--- src/logic/pumsa_pkg.sv ---
// Package with constants for the power-up mode select and autoload block.
package pumsa_pkg;
  // ==========================================================================
  // Register map (word offsets as byte addresses on the Avalon bus).
  localparam logic [3:0] OFF_CTRL = 4'h0;
  localparam logic [3:0] OFF_STATUS = 4'h4;
  localparam logic [3:0] OFF_CWORD = 4'h8;
  localparam logic [3:0] OFF_CAL_SEL = 4'hC;
  // ==========================================================================
  // Power-up configuration word fields.
  localparam int PCW_WAIT_LSB = 0;
  localparam int PCW_REP_LSB = 4;
  localparam logic [2:0] REP_FORCE = 3'h7;
  localparam logic [7:0] PCW_FACTORY = 8'h70;
  // ==========================================================================
  // Flash layout, in bytes.
  localparam logic [10:0] FL_PCW_ADDR = 11'h000;
  localparam logic [10:0] FL_CAL_ADDR = 11'h001;
  localparam int NUM_CAL_REGS = 6;
  localparam logic [10:0] FL_SPAN_LUT = 11'h010;
  localparam logic [10:0] FL_OFS_LUT = 11'h170;
  localparam int LUT_ENTRIES = 176;
  // ==========================================================================
  // Control word value and timing.
  localparam logic [7:0] CTRL_WORD = 8'h5A;
  localparam int CLK_HZ = 40_000_000;
  localparam int WAIT_UNIT_US = 10;
  localparam int WAIT_UNIT_CYC = CLK_HZ / 1_000_000 * WAIT_UNIT_US;
  // ==========================================================================
  // Mode and state encodings.
  localparam logic MODE_ANALOG = 1'b0;
  localparam logic MODE_PROG = 1'b1;
  typedef enum logic [2:0] {
    ST_FETCH = 3'b000,
    ST_LOADCAL = 3'b001,
    ST_WAIT = 3'b010,
    ST_ANALOG = 3'b011,
    ST_PROG = 3'b100
  } pumsa_state_e;
endpackage

--- src/logic/pumsa_flash_rd.sv ---
// Flash read sequencer: one byte read at a time with a fixed latency.
`timescale 1ns/1ps
module pumsa_flash_rd #(
  parameter int LAT = 2
) (
  input wire logic clk,
  input wire logic srst,
  input wire logic start,
  input wire logic [10:0] addr,
  input wire logic [7:0] fl_data,
  output logic [10:0] fl_addr,
  output logic done
);
  logic [3:0] cnt_r, cnt_nxt;
  logic busy_r, busy_nxt;
  logic [10:0] addr_r, addr_nxt;
  logic done_r, done_nxt;
  // A request latches the address and counts off the array access time.
  always_comb begin
    cnt_nxt = cnt_r;
    busy_nxt = busy_r;
    addr_nxt = addr_r;
    done_nxt = 1'b0;
    if (start && !busy_r) begin
      busy_nxt = 1'b1;
      addr_nxt = addr;
      cnt_nxt = 4'(LAT);
    end else if (busy_r) begin
      if (cnt_r == 4'h0) begin
        busy_nxt = 1'b0;
        done_nxt = 1'b1;
      end else begin
        cnt_nxt = cnt_r - 4'h1;
      end
    end
  end
  always_ff @(posedge clk) begin
    if (srst) begin
      cnt_r <= 4'h0;
      busy_r <= 1'b0;
      addr_r <= 11'h000;
      done_r <= 1'b0;
    end else begin
      cnt_r <= cnt_nxt;
      busy_r <= busy_nxt;
      addr_r <= addr_nxt;
      done_r <= done_nxt;
    end
  end
  assign fl_addr = addr_r;
  assign done = done_r;
endmodule

--- src/logic/pumsa_top.sv ---
// Power-up mode selection and calibration autoload controller.
`timescale 1ns/1ps
module pumsa_top (
  input wire logic REF_CLK,
  input wire logic SRST,
  input wire logic [3:0] AVS_ADDRESS,
  input wire logic AVS_READ,
  input wire logic AVS_WRITE,
  input wire logic [31:0] AVS_WRITEDATA,
  output logic [31:0] AVS_READDATA,
  output logic AVS_WAITREQUEST,
  output logic [10:0] FLASH_ADDR,
  input wire logic [7:0] FLASH_DATA,
  input wire logic FLASH_BLANK,
  output logic MODE_PROG,
  output logic LOAD_DONE,
  output logic [15:0] SPAN_DAC_IDX_BASE
);
  pumsa_pkg::pumsa_state_e st_r, st_nxt;
  logic [7:0] pcw_r, pcw_nxt;
  logic [2:0] cal_i_r, cal_i_nxt;
  logic [7:0] cal_r [pumsa_pkg::NUM_CAL_REGS];
  logic [7:0] cal_nxt [pumsa_pkg::NUM_CAL_REGS];
  logic [23:0] wcnt_r, wcnt_nxt;
  logic [2:0] cw_r, cw_nxt;
  logic mode_r, mode_nxt;
  logic done_r, done_nxt;
  logic rd_start_r, rd_start_nxt;
  logic [10:0] rd_addr_r, rd_addr_nxt;
  logic [31:0] rdata_r, rdata_nxt;
  logic wait_r, wait_nxt;
  logic [2:0] sel_r, sel_nxt;
  logic [10:0] fl_addr;
  logic fl_done;
  logic [23:0] wait_limit;
  logic req;
  logic wr_acc;
  logic rd_pend_r, rd_pend_nxt;

  // ==========================================================================
  // Flash reader.
  pumsa_flash_rd #(.LAT(2)) u_rd (
    .clk(REF_CLK),
    .srst(SRST),
    .start(rd_start_r),
    .addr(rd_addr_r),
    .fl_data(FLASH_DATA),
    .fl_addr(fl_addr),
    .done(fl_done)
  );

  // Wait time grows by powers of two of the configured unit; 24 bits hold the longest one.
  assign wait_limit = 24'((24'h00_0001 << pcw_r[3:0]) * pumsa_pkg::WAIT_UNIT_CYC);
  // A request is seen in its first cycle; a write lands only when the answer is given.
  assign req = (AVS_READ || AVS_WRITE) && wait_r;
  assign wr_acc = AVS_WRITE && !wait_r;

  // ==========================================================================
  // Power-up sequence and mode selection.
  // The bus answers one cycle after a request: waitrequest is high for the first cycle.
  always_comb begin
    st_nxt = st_r;
    pcw_nxt = pcw_r;
    cal_i_nxt = cal_i_r;
    cal_nxt = cal_r;
    wcnt_nxt = wcnt_r;
    cw_nxt = cw_r;
    mode_nxt = mode_r;
    done_nxt = done_r;
    rd_start_nxt = 1'b0;
    rd_pend_nxt = rd_pend_r;
    rd_addr_nxt = rd_addr_r;
    rdata_nxt = rdata_r;
    sel_nxt = sel_r;
    wait_nxt = 1'b1;
    case (st_r)
      pumsa_pkg::ST_FETCH: begin
        rd_addr_nxt = pumsa_pkg::FL_PCW_ADDR;
        // One start per byte: a start still high in the done cycle would launch a stray read.
        if (!rd_pend_r) begin
          rd_start_nxt = 1'b1;
          rd_pend_nxt = 1'b1;
        end
        if (fl_done) begin
          rd_pend_nxt = 1'b0;
          // An erased array reads as the factory default that starts in programming mode.
          pcw_nxt = FLASH_BLANK ? pumsa_pkg::PCW_FACTORY : FLASH_DATA;
          st_nxt = pumsa_pkg::ST_LOADCAL;
          cal_i_nxt = 3'h0;
        end
      end
      pumsa_pkg::ST_LOADCAL: begin
        rd_addr_nxt = pumsa_pkg::FL_CAL_ADDR + 11'(cal_i_r);
        if (!rd_pend_r) begin
          rd_start_nxt = 1'b1;
          rd_pend_nxt = 1'b1;
        end
        if (fl_done) begin
          rd_pend_nxt = 1'b0;
          cal_nxt[cal_i_r] = FLASH_DATA;
          if (cal_i_r == 3'(pumsa_pkg::NUM_CAL_REGS - 1)) begin
            done_nxt = 1'b1;
            wcnt_nxt = 24'h00_0000;
            if (pcw_r[pumsa_pkg::PCW_REP_LSB +: 3] == pumsa_pkg::REP_FORCE) begin
              mode_nxt = pumsa_pkg::MODE_PROG;
              st_nxt = pumsa_pkg::ST_PROG;
            end else begin
              st_nxt = pumsa_pkg::ST_WAIT;
            end
          end else begin
            cal_i_nxt = cal_i_r + 3'h1;
          end
        end
      end
      pumsa_pkg::ST_WAIT: begin
        wcnt_nxt = wcnt_r + 24'h00_0001;
        if (cw_r > pcw_r[pumsa_pkg::PCW_REP_LSB +: 3]) begin
          mode_nxt = pumsa_pkg::MODE_PROG;
          st_nxt = pumsa_pkg::ST_PROG;
        end else if (wcnt_r >= wait_limit) begin
          mode_nxt = pumsa_pkg::MODE_ANALOG;
          st_nxt = pumsa_pkg::ST_ANALOG;
        end
      end
      pumsa_pkg::ST_ANALOG: begin
        st_nxt = pumsa_pkg::ST_ANALOG;
      end
      pumsa_pkg::ST_PROG: begin
        st_nxt = pumsa_pkg::ST_PROG;
      end
      default: begin
        st_nxt = pumsa_pkg::ST_FETCH;
      end
    endcase
    // Bus slave: read data is prepared in the request cycle and stands in the answer cycle.
    if (req) begin
      wait_nxt = 1'b0;
      rdata_nxt = 32'h0000_0000;
      if (AVS_READ) begin
        case (AVS_ADDRESS)
          pumsa_pkg::OFF_STATUS: rdata_nxt = {21'h0, done_r, mode_r, cw_r, st_r, 3'h0};
          pumsa_pkg::OFF_CWORD: rdata_nxt = {24'h0, pcw_r};
          pumsa_pkg::OFF_CAL_SEL: begin
            if (sel_r < 3'(pumsa_pkg::NUM_CAL_REGS)) begin
              rdata_nxt = {21'h0, sel_r, cal_r[sel_r]};
            end
          end
          default: rdata_nxt = 32'h0000_0000;
        endcase
      end
    end
    // Writes land at the edge where the master sees waitrequest low, and at no other.
    if (wr_acc) begin
      case (AVS_ADDRESS)
        pumsa_pkg::OFF_CWORD: begin
          // Counting stops once the choice is made, so late words cannot flip the mode.
          if (st_r == pumsa_pkg::ST_WAIT && AVS_WRITEDATA[7:0] == pumsa_pkg::CTRL_WORD
              && cw_r != 3'h7) begin
            cw_nxt = cw_r + 3'h1;
          end
        end
        pumsa_pkg::OFF_CTRL: begin
          if (st_r == pumsa_pkg::ST_PROG && AVS_WRITEDATA[0]) begin
            mode_nxt = pumsa_pkg::MODE_ANALOG;
            st_nxt = pumsa_pkg::ST_ANALOG;
          end
        end
        pumsa_pkg::OFF_CAL_SEL: begin
          sel_nxt = AVS_WRITEDATA[2:0];
          // Direct calibration writes are refused outside programming mode.
          if (st_r == pumsa_pkg::ST_PROG
              && AVS_WRITEDATA[2:0] < 3'(pumsa_pkg::NUM_CAL_REGS)) begin
            cal_nxt[AVS_WRITEDATA[2:0]] = AVS_WRITEDATA[15:8];
          end
        end
        default: begin
        end
      endcase
    end
  end

  // Every piece of state registers here; reset restarts the power-up flow.
  always_ff @(posedge REF_CLK) begin
    if (SRST) begin
      st_r <= pumsa_pkg::ST_FETCH;
      pcw_r <= 8'h00;
      cal_i_r <= 3'h0;
      for (int i = 0; i < pumsa_pkg::NUM_CAL_REGS; i++) begin
        cal_r[i] <= 8'h00;
      end
      wcnt_r <= 24'h00_0000;
      cw_r <= 3'h0;
      mode_r <= pumsa_pkg::MODE_ANALOG;
      done_r <= 1'b0;
      rd_start_r <= 1'b0;
      rd_pend_r <= 1'b0;
      rd_addr_r <= 11'h000;
      rdata_r <= 32'h0000_0000;
      wait_r <= 1'b1;
      sel_r <= 3'h0;
    end else begin
      st_r <= st_nxt;
      pcw_r <= pcw_nxt;
      cal_i_r <= cal_i_nxt;
      cal_r <= cal_nxt;
      wcnt_r <= wcnt_nxt;
      cw_r <= cw_nxt;
      mode_r <= mode_nxt;
      done_r <= done_nxt;
      rd_start_r <= rd_start_nxt;
      rd_pend_r <= rd_pend_nxt;
      rd_addr_r <= rd_addr_nxt;
      rdata_r <= rdata_nxt;
      wait_r <= wait_nxt;
      sel_r <= sel_nxt;
    end
  end

  // Outputs other than the constant table base come from flip-flops; the flash address is registered in the reader.
  assign AVS_READDATA = rdata_r;
  assign AVS_WAITREQUEST = wait_r;
  assign FLASH_ADDR = fl_addr;
  assign MODE_PROG = mode_r;
  assign LOAD_DONE = done_r;
  // Span table base, 176 entries, for the temperature-indexed lookup.
  assign SPAN_DAC_IDX_BASE = {5'h00, pumsa_pkg::FL_SPAN_LUT};
endmodule

--- config.mk ---
export PLATFORM = sky130hd
export DESIGN_NAME = pumsa_top
export DESIGN_NICKNAME = d
export VERILOG_FILES = /design/src/logic/pumsa_pkg.sv /design/src/logic/pumsa_flash_rd.sv /design/src/logic/pumsa_top.sv
export SDC_FILE = /design/constraint.sdc
export NUM_CORES = 1
export LEC_CHECK = 0
export BUFFER_PORTS_ARGS = -buffer_cell sky130_fd_sc_hd__buf_2
export CORE_ASPECT_RATIO = 0.9
export CORE_UTILIZATION = 35
export DETAILED_ROUTE_END_ITERATION = 12
export GPL_TIMING_DRIVEN = 1
export PLACE_DENSITY_LB_ADDON = 0.05
export SETUP_SLACK_MARGIN = 0.1
export SYNTH_ARGS = -nofsm -noshare
export SYNTH_HDL_FRONTEND = slang
export SYNTH_SLANG_ARGS = --single-unit
--- constraint.sdc ---
create_clock -name REF_CLK -period 5.4 [get_ports REF_CLK]
set_input_delay 0.54 -clock REF_CLK [delete_from_list [all_inputs] [get_ports REF_CLK]]
set_output_delay 0.54 -clock REF_CLK [all_outputs]
set_load 0.005 [all_outputs]
After elaboration in Yosys (flattened, before gate mapping):

Index checks and enable logic that the tools add are counted.

* word-level logic and storage cells: 147
* register bits: 157
* bits of input ports: 49

* equality and inequality tests: 16
* bitwise gates (word level): 6
* reductions and logical operators: 30
* muxes and demuxes: 55
* shift-type cells: 1
* $mul: 1
* $lt $le $gt $ge: 9
* $add $sub $neg: 5

Operators with widths (count)
* 48-bit 2-to-1 mux: 5
* 48-bit bitwise mux: 2
* 8-bit demux with 3-bit select: 2
* 24-bit 2-to-1 mux: 2
* 24-bit one-hot mux with 2 select lines: 1
* 8-bit 2-to-1 mux: 5
* 3-bit 2-to-1 mux: 12
* 11-bit one-hot mux with 3 select lines: 1
* 32-bit by 5-bit multiplier with 20-bit output, second input constant: 1
* 1-bit by 4-bit << shifter with 32-bit output, first input constant: 1
* 24-bit by 1-bit adder with 24-bit output, second input constant: 1
* 8-bit binary-select mux with 3-bit select: 1
* 24-bit greater-or-equal comparator: 1
* 11-bit 2-to-1 mux: 2
* 11-bit one-hot mux with 2 select lines: 1
* 1-bit 2-to-1 mux: 15
* 3-bit one-hot mux with 5 select lines: 1
* 4-bit greater-or-equal comparator, second input constant: 3
* 3-bit NOT with 4-bit output: 3
* 3-bit == test, second input constant: 3
* 1-bit logical AND: 9
* 3-bit AND reduction: 3
* 4-bit == test, second input constant: 2
* 8-bit by 7-bit == test with 1-bit output, second input constant: 1
* 25 further kinds: 45

Depth between registers and ports, before layout:

* word-level depth: 12
* mapped depth: 24
* mapped depth without buffers: 22

Cells and area by module:

Synthesis repeated with hierarchy kept, for this count alone.

* cell total of the unflattened synthesis: 1008
* area, all modules: 8480.6 µm²

Modules (own cells, without submodules)
* pumsa_top: times used 1, seq. area each 2242.2 µm², area each 7866.3 µm², cells an instance 935
* pumsa_flash_rd: times used 1, seq. area each 340.3 µm², area each 614.3 µm², cells an instance 73

Worst setup path after synthesis:

OpenSTA, ideal clock, no wires.

* path kind: reg2reg
* from: reg pcw_r[2]
* to: reg mode_r (netlist: MODE_PROG)
* clock period less this slack: 5.170 ns
* setup slack: 0.230 ns
* arrival: 5.052 ns
* stages on the path, launching flop included: 21
* setup time: 0.118 ns
* path buffers: 1
* path through: dfxtp_1 > clkbuf_1 > nand2_1 > nor3_1 > ha_1 > ha_1 > inv_1 > fa_1 > inv_1 > ha_1 > a21oi_1 > o21ai_0 > o41ai_4 > or4b_1 > o311a_1 > ha_1 > nand4_1 > or4_1 > a311oi_1 > o211ai_1 > o2111a_1

* word-level cells in the longest chain between the ends: 9

Ends and longest elaborated chain
* start, declared: RTL line pumsa_top.sv:20 `logic [7:0] pcw_r, pcw_nxt;`
* start signal, assigned: RTL line pumsa_top.sv:203 `pcw_r <= pcw_nxt;`
* 1-bit by 4-bit << shifter with 32-bit output *: RTL line pumsa_top.sv:53 `assign wait_limit = 24'((24'h00_0001 << pcw_r[3:0]) * pumsa_pkg::WAIT_UNIT_CYC);`
* 32-bit by 5-bit multiplier with 20-bit output *: RTL line pumsa_top.sv:53
* 24-bit greater-or-equal comparator *: RTL line pumsa_top.sv:120 `end else if (wcnt_r >= wait_limit) begin`
* 1-bit 2-to-1 mux *: RTL line pumsa_top.sv:120
* 1-bit 2-to-1 mux *: RTL line pumsa_top.sv:117 `if (cw_r > pcw_r[pumsa_pkg::PCW_REP_LSB +: 3]) begin`
* 1-bit one-hot mux with 2 select lines *: RTL line pumsa_top.sv:76 `case (st_r)`
* 1-bit 2-to-1 mux: RTL line pumsa_top.sv:163 `if (st_r == pumsa_pkg::ST_PROG && AVS_WRITEDATA[0]) begin`
* 1-bit 2-to-1 mux: RTL line pumsa_top.sv:154 `case (AVS_ADDRESS)`
* 1-bit 2-to-1 mux *: RTL line pumsa_top.sv:153 `if (wr_acc) begin`
* end signal, assigned: RTL line pumsa_top.sv:193 `mode_r <= pumsa_pkg::MODE_ANALOG;`
* end signal, assigned: RTL line pumsa_top.sv:208 `mode_r <= mode_nxt;`
* end, declared: RTL line pumsa_top.sv:26 `logic mode_r, mode_nxt;`

Mark *: on every way between the ends. The rest lies on a longest branch, timed or not.
A chain may end at the register's enable or synchronous reset.

Final worst setup path:

Same ends and word-level chain as after synthesis.

==> reports/metrics.csv <==
stage,metric,value,unit
clock_tree,cts_htree_levels,4,
worst_setup_path,cp_data_arrival_time,5.50,ns
floorplanning,coreArea,23300,µm²
worst_setup_path,worstSetupStartpointType,flip-flop,
clock_tree,numCtsBuffers,17,
pwr,power_density,226,nW/µm²
synthesis,synthCells,961,
detailed_routing,wl_per_cell,16.0,µm
placement,portBuffers,50,
timing,min_period,5.19,ns
finish,regArea,2450,µm²
worst_setup_path,path_max_fanout,3,
detailed_routing,drc_errors,0,
timing,worstMarginPinSlew,1.10,ns
timing,fin_worst_skew,0.0128,ns
global_routing,first_global_vias,6351,
synthesis,seq_area_frac_synth,29.4,%
timing,final-max-slew-violation-count,0,
detailed_routing,dr.pass1.iters,5,
synthesis,synth_area,8300,µm²
global_routing,grt.total_usage,18.7,%
finish,areaGrowthSynthToFinish,16.0,%
floorplanning,initial_core_util,35.5,%
synthesis,syn_area_per_cell,8.63,µm²
detailed_routing,ant_nets,0,
detailed_routing,via_count,6747,
timing,rsz0062_at_grt,yes,
detailed_routing,vias_per_cell,5.01,
worst_setup_path,worstPathRequired,5.71,ns
detailed_routing,wirelength,21600,µm
worst_hold_path,hold_path.class,flip-flop to flip-flop,
worst_setup_path,end_kind,flip-flop,
global_routing,grt_start_max_net_pins,63,
timing,timing.hold.ws,0.418,ns
synthesis,synth_cell_types,69,
finish,num-fill-cells,2398,
floorplanning,dieWidth,164,µm
synthesis,synth_edf_count,0,
synthesis,synth_compound_area_share,13.9,%
synthesis,ys_ff_latch,122,
finish,n_antenna_cell,0,
pwr,vdd_drop_max,0.155,mV
synthesis,synthFlopType,dfxtp_1,
timing,final_hold_viol_count,0,
worst_setup_path,regToRegSetupSlack,0.21,ns
floorplanning,io_pins,111,
clock_tree,clk_pin_slew_worst_paths,0.06,ns
placement,hpwlAfterDp,15900,µm
global_routing,grt_pass1_wl,35300,µm
synthesis,synthSimpleGateAreaFrac,19.0,%
synthesis,synth_xor_area_share,3.91,%
clock_tree,hold_buffers,0,
floorplanning,die-area,24300,µm²
timing,layout_worst_path_cycle_share,96.1,%
synthesis,yosys.area_share.adder,13.8,%
clock_tree,cts_tree,done,
finish,multi_input_area,5370,µm²
clock_tree,cts_buffer_depth,2,
clock_tree,cts-root-buf,clkbuf_16,
finish,final_layout_size_suffix_gt1_share,16.4,%
placement,gp_congestion,0.757,
clock_tree,clkLatencyLatePin,0.42,ns
finish,nNetsFinal,1165,
floorplanning,rows,53,
synthesis,async_reset_ff_share,0,%
status,status,finished clean,
floorplanning,dieHeight,148,µm
timing,setup_viol,0,
detailed_routing,drt_iter0_drc,299,
timing,relSlewSlack,26.2,%
worst_setup_path,critical_path_class,flip-flop to flip-flop,
synthesis,synthMuxAreaShare,10.3,%
pwr,p_leak,4.12,nW
pwr,totalPowerFinal,2.18,mW
global_routing,grt-ovfl-total,0,
synthesis,synth_top_family_by_area,simple AND/OR/NAND/NOR gates,
synthesis,ys_warn_count,0,
clock_tree,cts_sinks,122,
global_routing,antenna_found_initial,0,
timing,fmax,0.193,GHz
job,cap_viol_max_count,0,
layer usage:
metal	routed length, µm	global-route usage [%]	up-vias
met4	150	3.75	0
met3	705	3.12	10
met5	0	0	-
met2	9030	26.8	125
li1	-	-	3459
met1	11700	28.9	3153
cell usage after synthesis, drive strengths merged, types with 6 or more instances:
master / n / area (µm²)
xnor2: 12 / 105
and3: 10 / 62.6
inv: 69 / 259
a22oi: 6 / 45.0
nor4: 8 / 50.1
fa: 11 / 220
a211oi: 54 / 405
xor2: 25 / 219
clkbuf: 33 / 125
ha: 74 / 926
buf: 59 / 415
o21ai: 36 / 180
o221ai: 8 / 70.1
dfxtp: 122 / 2440
nor3: 16 / 103
nand3b: 8 / 60.1
nor2b: 14 / 95.1
mux2i: 67 / 671
nor2: 127 / 484
nand2b: 14 / 95.1
nand4: 17 / 106
nand2: 42 / 158
mux4: 8 / 180
nand3: 25 / 130
a21oi: 35 / 183
critical path, cell delays in order, from the launching register on:
cell	delay, ns
dfxtp_2	0.32
nand2b_4	0.13
or3_4	0.40
inv_4	0.08
buf_6	0.09
ha_4	0.13
ha_4	0.20
fa_1	0.57
ha_4	0.21
nor2b_4	0.12
o31a_1	0.32
o41a_1	0.49
o2111ai_2	0.19
nand3b_1	0.14
xnor2_2	0.17
ha_1	0.31
nand4_1	0.15
or4_4	0.46
a311oi_2	0.29
o211ai_1	0.16
o2111a_1	0.16
sequential cells by signal, indices dropped and copies added (netlist names):
signal,cells
u_rd.fl_addr,4
st_r,3
wcnt_r,24
cal_r,48
cal_i_r,3
u_rd.busy_r,1
rd_start_r,1
sel_r,3
AVS_READDATA,11
cw_r,3
u_rd.done,1
MODE_PROG,1
LOAD_DONE,1
AVS_WAITREQUEST,1
rd_pend_r,1
u_rd.cnt_r,4
pcw_r,8
rd_addr_r,4
layout by cell type (no fill, tap or decap), drive strengths merged, types with 4 or more instances in the layout:
cell and instances:
nor3 16, nor4 8, a22oi 6, nand2b 14, xor2 25, nand3 25, nor3b 4, and4 5
mux4 8, o21ai 36, buf 97, inv 76, o221ai 8, nor2 127, a211oi 54, a21o 4
mux2i 67, nand3b 8, ha 74, and3 10, conb 48, clkinvlp 5, dfxtp 122, nand2 42
nor2b 14, xnor2 12, clkbuf 18, fa 11, a21oi 35, and2 4, nand4 17
area by class of cell:
cell class,count,area share [%]
inverter,69,2.72
multi-input combinational,724,55.8
tap,302,3.93
clock buffer,18,4.46
timing repair buffer,97,6.31
sequential,122,25.4
clock inverter,14,1.42
worst paths after layout:
check | start | to | cells past startpoint
max | pcw_r[2]$_SDFFE_PP0P_ | MODE_PROG$_SDFF_PP0_ | 20
min | rd_pend_r$_SDFFE_PP0N_ | rd_start_r$_SDFF_PP0_ | 1
max reg2reg | pcw_r[2]$_SDFFE_PP0P_ | MODE_PROG$_SDFF_PP0_ | 20
min reg2reg | rd_pend_r$_SDFFE_PP0N_ | rd_start_r$_SDFF_PP0_ | 1
what timing repair did:
action                                 CTS  global route
setup endpoints to repair                2             2
setup buffers                            0             0
endpoints found under the hold margin    0             0
gates resized for setup                  2            25
pin swaps                                0            17
power breakdown:
group / switching (mW) / leakage [nW] / internal [mW] / total, mW
Sequential: 0.00858 / 0.986 / 0.908 / 0.916
Clock: 0.473 / 0.263 / 0.643 / 1.12
Combinational: 0.0952 / 2.87 / 0.0511 / 0.146
metrics by stage:
stage | utilization, % | instances | TNS [ns] | setup WS (ns) | instance area [µm²]
after detailed placement | 38.2 | 1314 | 0 | 0.0517 | 8920
after floorplan | - | 1007 | 0 | 0.230 | 8470
after global placement | 38.2 | 1314 | 0 | 0.0995 | 8920
final | 41.2 | 1346 | 0 | 0.209 | 9620
after CTS | 40.7 | 1346 | 0 | 0.106 | 9500
after global routing | 41.2 | 1346 | -0.0932 | -0.0476 | 9620
cells by family (layout without fill, tap and decap cells):
kind of cell | count (synthesis) | count (layout)
and+or+nand+nor | 310 | 310
AOI/OAI and AO/OA | 169 | 169
buffers and inverters | 161 | 198
DFF | 122 | 122
adders and majority gates | 85 | 85
muxes | 75 | 75
xor gates and xnor gates | 37 | 37
other | 2 | 48
Power figures use the tool's default switching activity.
